### config.mk
export PLATFORM = sky130hd
export DESIGN_NAME = svwm_top
export DESIGN_NICKNAME = d
export VERILOG_FILES = /design/src/core/svwm_pkg.sv /design/src/core/svwm_top.sv
export SDC_FILE = /design/constraint.sdc
export NUM_CORES = 1
export LEC_CHECK = 0
export BUFFER_PORTS_ARGS = -buffer_cell sky130_fd_sc_hd__buf_2
export CORE_MARGIN = 2
export CORE_UTILIZATION = 40
export CTS_BUF_LIST = sky130_fd_sc_hd__clkbuf_8 sky130_fd_sc_hd__clkbuf_16
export DETAILED_ROUTE_END_ITERATION = 10
export PLACE_DENSITY = 0.72
export SKIP_LAST_GASP = 1
export SYNTH_ARGS = -nofsm -noshare
export SYNTH_HDL_FRONTEND = slang
export SYNTH_SLANG_ARGS = --single-unit
export TNS_END_PERCENT = 20
### constraint.sdc
create_clock -name sys_clk -period 1.7 [get_ports sys_clk]
set_clock_uncertainty 0.2 [all_clocks]
set_input_delay 0.085 -clock sys_clk [delete_from_list [all_inputs] [get_ports sys_clk]]
set_output_delay 0.085 -clock sys_clk [all_outputs]
set_load 0.02 [all_outputs]
### src/core/svwm_pkg.sv
package svwm_pkg;
   // register byte addresses on the apb slave
   localparam logic [11:0] ADDR_CTRL_STAT = 12'h000;
   localparam logic [11:0] ADDR_TRIP_SEL = 12'h004;
   localparam logic [11:0] ADDR_EVENT = 12'h008;
   localparam logic [11:0] ADDR_IRQ_STAT = 12'h00c;
   localparam logic [11:0] ADDR_IRQ_MASK = 12'h010;

   // detector_control_status field positions
   localparam int CTRL_EN_BIT = 7;
   localparam int CTRL_RESULT_BIT = 5;
   localparam int CTRL_READY_BIT = 4;
   localparam int CTRL_RISE_BIT = 1;
   localparam int CTRL_FALL_BIT = 0;

   // trip_level_select field
   localparam int TRIP_MSB = 3;
   localparam int TRIP_W = 4;

   // event and interrupt status bit positions
   localparam int EVT_FLAG_BIT = 0;
   localparam int IRQ_EVT_BIT = 0;
   localparam int IRQ_W = 1;

   // reset values
   localparam logic [7:0] CTRL_RST = 8'h00;
   localparam logic [3:0] TRIP_RST = 4'h0;
   localparam logic [0:0] IRQ_MASK_RST = 1'h0;

   // reference start-up interval, in ns, and its cycle count at 100 mhz
   localparam int SYS_CLK_PERIOD_NS = 10;
   localparam int REF_SETTLE_NS = 25000;
   localparam int REF_SETTLE_CYC =
      (REF_SETTLE_NS + SYS_CLK_PERIOD_NS - 1) / SYS_CLK_PERIOD_NS;
   localparam int SETTLE_CNT_W = 12;

   // software-written detector controls travel together
   typedef struct packed {
      logic en;
      logic rise;
      logic fall;
   } svwm_ctrl_t;

   // detector power-up sequencing
   typedef enum logic [2:0] {
      ST_OFF = 3'b001,
      ST_SETTLE = 3'b010,
      ST_READY = 3'b100
   } svwm_state_t;
endpackage

### src/core/svwm_top.sv
`timescale 1ns/1ps

// Functional notes
// enable powers detector, off means no activity
// result bit reads 1 at/below trip
// ready bit set once reference is stable
// rise enable lets upward crossing set flag
// fall enable lets downward crossing set flag
// four-bit read/write trip level field
// unused bits read zero, ignore writes
// no event before reference settle time elapses
// keeps monitoring in sleep, event wakes device
// fully active in idle and doze
// freeze blocks new events, holds ready
// registers stay accessible during freeze
// reset clears enables and trip level
// toggling enable never makes spurious event
// software disables before changing settings
// event flag sticky until software clears
module svwm_top #(
   parameter int SETTLE_CYC = svwm_pkg::REF_SETTLE_CYC
) (
   // clock and reset
   input wire logic sys_clk,
   input wire logic nrst,
   // apb slave
   input wire logic psel,
   input wire logic penable,
   input wire logic pwrite,
   input wire logic [11:0] paddr,
   input wire logic [31:0] pwdata,
   output logic [31:0] prdata,
   output logic pready,
   output logic pslverr,
   // analog detector
   input wire logic cmp_below,
   output logic det_power_en,
   output logic [3:0] det_trip_level,
   // system
   input wire logic debug_freeze,
   output logic wake_req,
   output logic irq
);

   // the settle counter must be able to reach SETTLE_CYC - 1
   if (SETTLE_CYC < 1 ||
       SETTLE_CYC >= (1 << svwm_pkg::SETTLE_CNT_W)) begin
      $error("svwm_top: SETTLE_CYC out of range");
   end
   // the trip field and the irq event bit must fit their registers
   if (svwm_pkg::TRIP_MSB + 1 != svwm_pkg::TRIP_W) begin
      $error("svwm_top: trip field width mismatch");
   end
   if (svwm_pkg::IRQ_EVT_BIT >= svwm_pkg::IRQ_W) begin
      $error("svwm_top: irq event bit outside irq vector");
   end

   svwm_pkg::svwm_ctrl_t ctrl_r;
   logic [3:0] trip_r;
   logic result_r;
   logic ready_r;
   logic evt_flag_r;
   logic [svwm_pkg::IRQ_W-1:0] irq_stat_r;
   logic [svwm_pkg::IRQ_W-1:0] irq_mask_r;
   svwm_pkg::svwm_state_t state_r;
   svwm_pkg::svwm_state_t state_nxt;
   logic [svwm_pkg::SETTLE_CNT_W-1:0] settle_cnt_r;
   logic base_valid_r;
   logic [31:0] prdata_r;
   logic pready_r;
   logic pslverr_r;
   logic wake_r;
   logic irq_r;

   logic setup_ph;
   logic acc_done;
   logic wr_acc;
   logic rd_acc;
   logic addr_ok;
   logic cross_up;
   logic cross_down;
   logic evt_set;
   logic settle_done;
   logic evt_clr;
   logic [svwm_pkg::IRQ_W-1:0] irq_set;
   logic irq_clr;

   // apb: data and pready are registered in the setup cycle, so every
   // access completes with exactly one access cycle and no wait state
   assign setup_ph = psel && !penable;
   assign acc_done = psel && penable && pready_r;
   assign wr_acc = acc_done && pwrite && !pslverr_r;
   assign rd_acc = acc_done && !pwrite && !pslverr_r;

   always_comb begin
      case (paddr)
         svwm_pkg::ADDR_CTRL_STAT: addr_ok = 1'b1;
         svwm_pkg::ADDR_TRIP_SEL: addr_ok = 1'b1;
         svwm_pkg::ADDR_EVENT: addr_ok = 1'b1;
         svwm_pkg::ADDR_IRQ_STAT: addr_ok = 1'b1;
         svwm_pkg::ADDR_IRQ_MASK: addr_ok = 1'b1;
         default: addr_ok = 1'b0;
      endcase
   end

   // no register or sleep/idle/doze input gates this path, so bus access
   // continues in every power mode and in freeze, and monitoring in every power mode
   always_ff @(posedge sys_clk or negedge nrst) begin
      if (!nrst) begin
         pready_r <= 1'b0;
         pslverr_r <= 1'b0;
      end else begin
         pready_r <= setup_ph;
         pslverr_r <= setup_ph && !addr_ok;
      end
   end

   always_ff @(posedge sys_clk or negedge nrst) begin
      if (!nrst) begin
         prdata_r <= 32'h0000_0000;
      end else if (setup_ph) begin
         prdata_r <= 32'h0000_0000;
         if (!pwrite) begin
            case (paddr)
               svwm_pkg::ADDR_CTRL_STAT: begin
                  prdata_r[svwm_pkg::CTRL_EN_BIT] <= ctrl_r.en;
                  prdata_r[svwm_pkg::CTRL_RESULT_BIT] <= result_r;
                  prdata_r[svwm_pkg::CTRL_READY_BIT] <= ready_r;
                  prdata_r[svwm_pkg::CTRL_RISE_BIT] <= ctrl_r.rise;
                  prdata_r[svwm_pkg::CTRL_FALL_BIT] <= ctrl_r.fall;
               end
               svwm_pkg::ADDR_TRIP_SEL: begin
                  prdata_r[svwm_pkg::TRIP_MSB:0] <= trip_r;
               end
               svwm_pkg::ADDR_EVENT: begin
                  prdata_r[svwm_pkg::EVT_FLAG_BIT] <= evt_flag_r;
               end
               svwm_pkg::ADDR_IRQ_STAT: begin
                  prdata_r[svwm_pkg::IRQ_W-1:0] <= irq_stat_r;
               end
               svwm_pkg::ADDR_IRQ_MASK: begin
                  prdata_r[svwm_pkg::IRQ_W-1:0] <= irq_mask_r;
               end
               default: begin
                  prdata_r <= 32'h0000_0000;
               end
            endcase
         end
      end
   end

   // control registers: only the documented bits are stored
   always_ff @(posedge sys_clk or negedge nrst) begin
      if (!nrst) begin
         ctrl_r.en <= svwm_pkg::CTRL_RST[svwm_pkg::CTRL_EN_BIT];
         ctrl_r.rise <= svwm_pkg::CTRL_RST[svwm_pkg::CTRL_RISE_BIT];
         ctrl_r.fall <= svwm_pkg::CTRL_RST[svwm_pkg::CTRL_FALL_BIT];
      end else if (wr_acc && paddr == svwm_pkg::ADDR_CTRL_STAT) begin
         ctrl_r.en <= pwdata[svwm_pkg::CTRL_EN_BIT];
         ctrl_r.rise <= pwdata[svwm_pkg::CTRL_RISE_BIT];
         ctrl_r.fall <= pwdata[svwm_pkg::CTRL_FALL_BIT];
      end
   end

   // settings are taken live; software is expected to disable first,
   // the baseline restart on enable hides the effect of doing so
   always_ff @(posedge sys_clk or negedge nrst) begin
      if (!nrst) begin
         trip_r <= svwm_pkg::TRIP_RST;
      end else if (wr_acc && paddr == svwm_pkg::ADDR_TRIP_SEL) begin
         trip_r <= pwdata[svwm_pkg::TRIP_MSB:0];
      end
   end

   always_ff @(posedge sys_clk or negedge nrst) begin
      if (!nrst) begin
         irq_mask_r <= svwm_pkg::IRQ_MASK_RST;
      end else if (wr_acc && paddr == svwm_pkg::ADDR_IRQ_MASK) begin
         irq_mask_r <= pwdata[svwm_pkg::IRQ_W-1:0];
      end
   end

   // power-up sequencing of the reference
   assign settle_done =
      settle_cnt_r == svwm_pkg::SETTLE_CNT_W'(SETTLE_CYC - 1);

   always_comb begin
      state_nxt = state_r;
      case (state_r)
         svwm_pkg::ST_OFF: begin
            if (ctrl_r.en) begin
               state_nxt = svwm_pkg::ST_SETTLE;
            end
         end
         svwm_pkg::ST_SETTLE: begin
            if (!ctrl_r.en) begin
               state_nxt = svwm_pkg::ST_OFF;
            end else if (settle_done && !debug_freeze) begin
               state_nxt = svwm_pkg::ST_READY;
            end
         end
         svwm_pkg::ST_READY: begin
            if (!ctrl_r.en) begin
               state_nxt = svwm_pkg::ST_OFF;
            end
         end
         default: begin
            state_nxt = svwm_pkg::ST_OFF;
         end
      endcase
   end

   always_ff @(posedge sys_clk or negedge nrst) begin
      if (!nrst) begin
         state_r <= svwm_pkg::ST_OFF;
      end else begin
         state_r <= state_nxt;
      end
   end

   // the interval counts sys_clk only; freeze pauses it
   always_ff @(posedge sys_clk or negedge nrst) begin
      if (!nrst) begin
         settle_cnt_r <= '0;
      end else if (state_r != svwm_pkg::ST_SETTLE) begin
         settle_cnt_r <= '0;
      end else if (!debug_freeze && !settle_done) begin
         settle_cnt_r <= settle_cnt_r + 1'b1;
      end
   end

   // ready bit is frozen under debug freeze, even across a disable
   always_ff @(posedge sys_clk or negedge nrst) begin
      if (!nrst) begin
         ready_r <= 1'b0;
      end else if (!debug_freeze) begin
         ready_r <= state_nxt == svwm_pkg::ST_READY;
      end
   end

   // comparator result is only sampled while state_r is ST_READY, which lasts one cycle past a disable
   always_ff @(posedge sys_clk or negedge nrst) begin
      if (!nrst) begin
         result_r <= 1'b0;
      end else if (state_r == svwm_pkg::ST_READY) begin
         result_r <= cmp_below;
      end
   end

   // the first valid sample is a baseline, not an event: a level
   // present at enable time never shows up as a crossing
   always_ff @(posedge sys_clk or negedge nrst) begin
      if (!nrst) begin
         base_valid_r <= 1'b0;
      end else begin
         base_valid_r <= state_r == svwm_pkg::ST_READY && ctrl_r.en;
      end
   end

   assign cross_up = base_valid_r && result_r && !cmp_below;
   assign cross_down = base_valid_r && !result_r && cmp_below;
   assign evt_set = state_r == svwm_pkg::ST_READY && ctrl_r.en &&
      !debug_freeze &&
      ((ctrl_r.rise && cross_up) ||
       (ctrl_r.fall && cross_down));

   // event flag: write 1 to clear, a new event wins over the clear
   assign evt_clr = wr_acc && paddr == svwm_pkg::ADDR_EVENT &&
      pwdata[svwm_pkg::EVT_FLAG_BIT];

   svwm_sticky #(.W(1)) u_evt_flag (
      .sys_clk(sys_clk),
      .nrst(nrst),
      .set(evt_set),
      .clr(evt_clr),
      .flags_r(evt_flag_r)
   );

   // interrupt status: read clears, set wins over the read
   always_comb begin
      irq_set = '0;
      irq_set[svwm_pkg::IRQ_EVT_BIT] = evt_set;
   end

   assign irq_clr = rd_acc && paddr == svwm_pkg::ADDR_IRQ_STAT;

   svwm_sticky #(.W(svwm_pkg::IRQ_W)) u_irq_stat (
      .sys_clk(sys_clk),
      .nrst(nrst),
      .set(irq_set),
      .clr(irq_clr),
      .flags_r(irq_stat_r)
   );

   always_ff @(posedge sys_clk or negedge nrst) begin
      if (!nrst) begin
         irq_r <= 1'b0;
      end else begin
         irq_r <= |(irq_stat_r & irq_mask_r);
      end
   end

   // wake from sleep regardless of the mask; whether the cpu vectors
   // is decided by irq_mask_r on irq here and by its global interrupt enable outside
   always_ff @(posedge sys_clk or negedge nrst) begin
      if (!nrst) begin
         wake_r <= 1'b0;
      end else begin
         wake_r <= evt_set;
      end
   end

   assign prdata = prdata_r;
   assign pready = pready_r;
   assign pslverr = pslverr_r;
   assign det_power_en = ctrl_r.en;
   assign det_trip_level = trip_r;
   assign wake_req = wake_r;
   assign irq = irq_r;

endmodule

// status bits that hardware sets and software clears; a set in the
// same cycle as a clear wins, so no event is lost to an early clear
module svwm_sticky #(
   parameter int W = 1
) (
   // clock and reset
   input wire logic sys_clk,
   input wire logic nrst,
   // set and clear requests
   input wire logic [W-1:0] set,
   input wire logic clr,
   // sticky state
   output logic [W-1:0] flags_r
);

   if (W < 1) begin
      $error("svwm_sticky: W must be at least 1");
   end

   always_ff @(posedge sys_clk or negedge nrst) begin
      if (!nrst) begin
         flags_r <= '0;
      end else begin
         flags_r <= set | (flags_r & ~{W{clr}});
      end
   end

endmodule

==> results.cfg <==
[status]
run_status = finished clean

[timing]
final_min_period_over_clock_period_pct = 98.0
hold_ws_ns = 0.0141
setup-violations-final = 0
drv_slew = 0
layout_min_cycle_time_ns = 1.67
unrepaired_setup_endpoints_after_global_routing = true
clock.fmax_mhz = 600
final_report_hold_violation_count = 0

[clock_network]
clk_root_buffer_cell = sky130_fd_sc_hd__clkbuf_8
cts-root-to-sink-buffers = 2
numCtsBuffers = 5
cts.clk_slew.worst_paths_ns = 0.08
cts_tree = done
number_of_clock_sinks_seen_by_cts = 39
cts_htree_levels = 2
clock_latency_ns = 0.30

[yosys]
synth_cell_type_count = 46
synth_flop_cell = sky130_fd_sc_hd__dfrtp_1
ys_top_cells_by_area = sky130_fd_sc_hd__dfrtp_1 (47%), sky130_fd_sc_hd__buf_4 (9.2%), sky130_fd_sc_hd__mux2_2 (4.4%), sky130_fd_sc_hd__nor2_1 (3.1%), sky130_fd_sc_hd__xor2_1 (3.0%)
synth-warning-count = 0
synth.yosys.seq_area_share_pct = 47.8
synth.ff_latch_count = 39
library_cell_with_the_highest_instance_count_after_synthesis = sky130_fd_sc_hd__dfrtp_1
top_cell_types_by_occurrence_after_synthesis = sky130_fd_sc_hd__dfrtp_1 (38), sky130_fd_sc_hd__buf_4 (25), sky130_fd_sc_hd__nor2_1 (17)
async_flop_share_pct = 100
synth_area_per_cell_um2 = 10.9
number_of_synthesized_flops_with_an_enable_pin = 0
postSynthCellCount = 188
yosys.area.top_type_share_pct = 46.5
syn-cell-area_mm2 = 0.00204
yosys.area.top_type = sky130_fd_sc_hd__dfrtp_1

[worst_hold_path]
worst_hold_path.endpoint = pready
min-delay-start = psel
timing.hold.worst.class = in2reg
holdPathStages = 4

[grt]
via_count_of_the_first_global_routing_pass = 1343
globalRouteOverflowTotal = 0
grt_usage_pct = 14.8
antenna_found_initial = 0
grt_start_max_net_pins = 40
grt_first_pass_wirelength_mm = 6.35

[routing]
drcViolationCount = 0
wl_mm = 4.06
drt-pass1-iter-count = 4
first_iter_violations = 69
drt-wirelength-per-cell_um = 12.5
dr_total_vias = 1574
detail-route-antenna-nets = 0
route.detailed.vias_per_inst = 4.84

[setup_path]
reg2reg_from = settle_cnt_r[10]
critical_path_required_ns = 1.72
crit_path_start = settle_cnt_r[10]
kind_of_capture_point_of_the_worst_setup_path = register
critical_path_class = reg2reg
worst_path_max_fanout = 2
rrSetupSlack_ns = 0.03
worstPathArrival_ns = 1.68
crit-reg2reg-capture = state_r[2]
reg2reg_path_depth = 5
start_kind = register

[placement]
dp_hpwl_mm = 2.89
place_congestion = 0.805
io_buffer_count = 39
placement.cell_area_mm2 = 0.00231

[cells_and_area]
area_added_between_synthesis_and_finish_pct = 26.8
multi_input_area_um2 = 967
regArea_um2 = 977
antenna_cells = 0
utilization_pct = 51.7
finalInstanceArea_mm2 = 0.00259
fillerInstances = 467
layout-drive-gt1-share_pct = 31.0
nets = 306

[die]
dieHeight_um = 75.5
die_width_um = 75.5
floorplan.initialDensity_pct = 40.8
boundary_pin_count = 92
fp.coreArea_mm2 = 0.00501
fp-row-count = 26
floorplan.die_area_mm2 = 0.00570

[pwr]
p_leak_uw = 0.00130
peakVddDrop_uv = 344
power_density_mw_per_mm2 = 777

[run]
cap_violations = 0
critical path, cell delays in order, from the launching register on:
cell and delay [ns]:
sky130_fd_sc_hd__dfrtp_1 0.40, sky130_fd_sc_hd__nor4b_2 0.28, sky130_fd_sc_hd__buf_4 0.15, sky130_fd_sc_hd__nand3_1 0.08
sky130_fd_sc_hd__or3_1 0.34, sky130_fd_sc_hd__a21oi_2 0.15
report_power, final:
part           internal [uW]  leakage (uW)  total [uW]  switching (uW)
clock                    581     0.0000695         917             336
sequential               931      0.000537         935            3.99
combinational           54.3      0.000689         162             107
total                   1570       0.00130        2010             447
cells in the final DEF, fill, tap and decap left out, types with 6 or more instances in the layout:
cell type	n
sky130_fd_sc_hd__mux2_2	8
sky130_fd_sc_hd__xor2_1	7
sky130_fd_sc_hd__nand2_1	7
sky130_fd_sc_hd__buf_4	15
sky130_fd_sc_hd__dlygate4sd3_1	12
sky130_fd_sc_hd__nor2_1	17
sky130_fd_sc_hd__buf_2	38
sky130_fd_sc_hd__dfrtp_1	38
sky130_fd_sc_hd__a22o_1	6
sky130_fd_sc_hd__conb_1	25
cell type report:
type,instances,share of cell area (%)
well taps,70,3.38
clock inverters,3,2.46
flip-flops and latches,39,37.7
inverters,1,0.145
repair buffers,65,16.3
clock buffers,5,2.66
multi-input cells,142,37.3
stage by stage:
stage | cells | worst slack (ns) | total power (uW) | TNS, ns
after floorplan | 212 | -0.0598 | 1070 | -0.162
after global placement | 305 | -0.236 | 1090 | -2.57
after detailed placement | 305 | -0.278 | 1090 | -3.00
after CTS | 326 | -0.0131 | 2030 | -0.0131
after global routing | 325 | -0.0468 | 2090 | -0.121
final | 325 | 0.0345 | 2010 | 0
per-layer routing:
layer | wire length [um] | part of all wire [%] | GRT usage [%] | up-vias
li1 | - | - | - | 751
met5 | 0 | 0 | 0 | -
met3 | 194 | 4.8 | 3.97 | 6
met1 | 1770 | 44 | 19.8 | 762
met2 | 2010 | 50 | 23.3 | 55
met4 | 75 | 1.8 | 5.26 | 0
repair_timing:
item / CTS / global route
hold buffers: 12 / 0
resized for setup: 2 / 2
pin swaps: 2 / 4
hold endpoints to repair: 53 / 0
buffers inserted: 1 / 0
setup endpoints to repair: 4 / 11
sequential cells by signal (all words and copies together), names as in the netlist, 2 cells and up:
register and count:
ctrl_r 2, det_trip_level 4, prdata 7, settle_cnt_r 12
state_r 3
cell families (layout without fill, tap and decap cells):
family	after synthesis	in the layout	synth area share (%)
flops	39	39	47.8
mux	13	13	6.98
simple gates	72	72	22.5
fa+ha+maj	1	1	0.612
xor+xnor	10	10	4.29
other cells	1	25	0.184
buf+inv	31	74	10.3
compound gates	21	21	7.23
worst max-delay path by stage:
stage	cells past startpoint	end
global route	5	state_r[2]
finish	5	state_r[2]
CTS	5	state_r[2]
floorplan	4	det_trip_level[2]
global placement	5	det_trip_level[1]
detailed placement	5	det_trip_level[1]
Power figures use the tool's default switching activity.
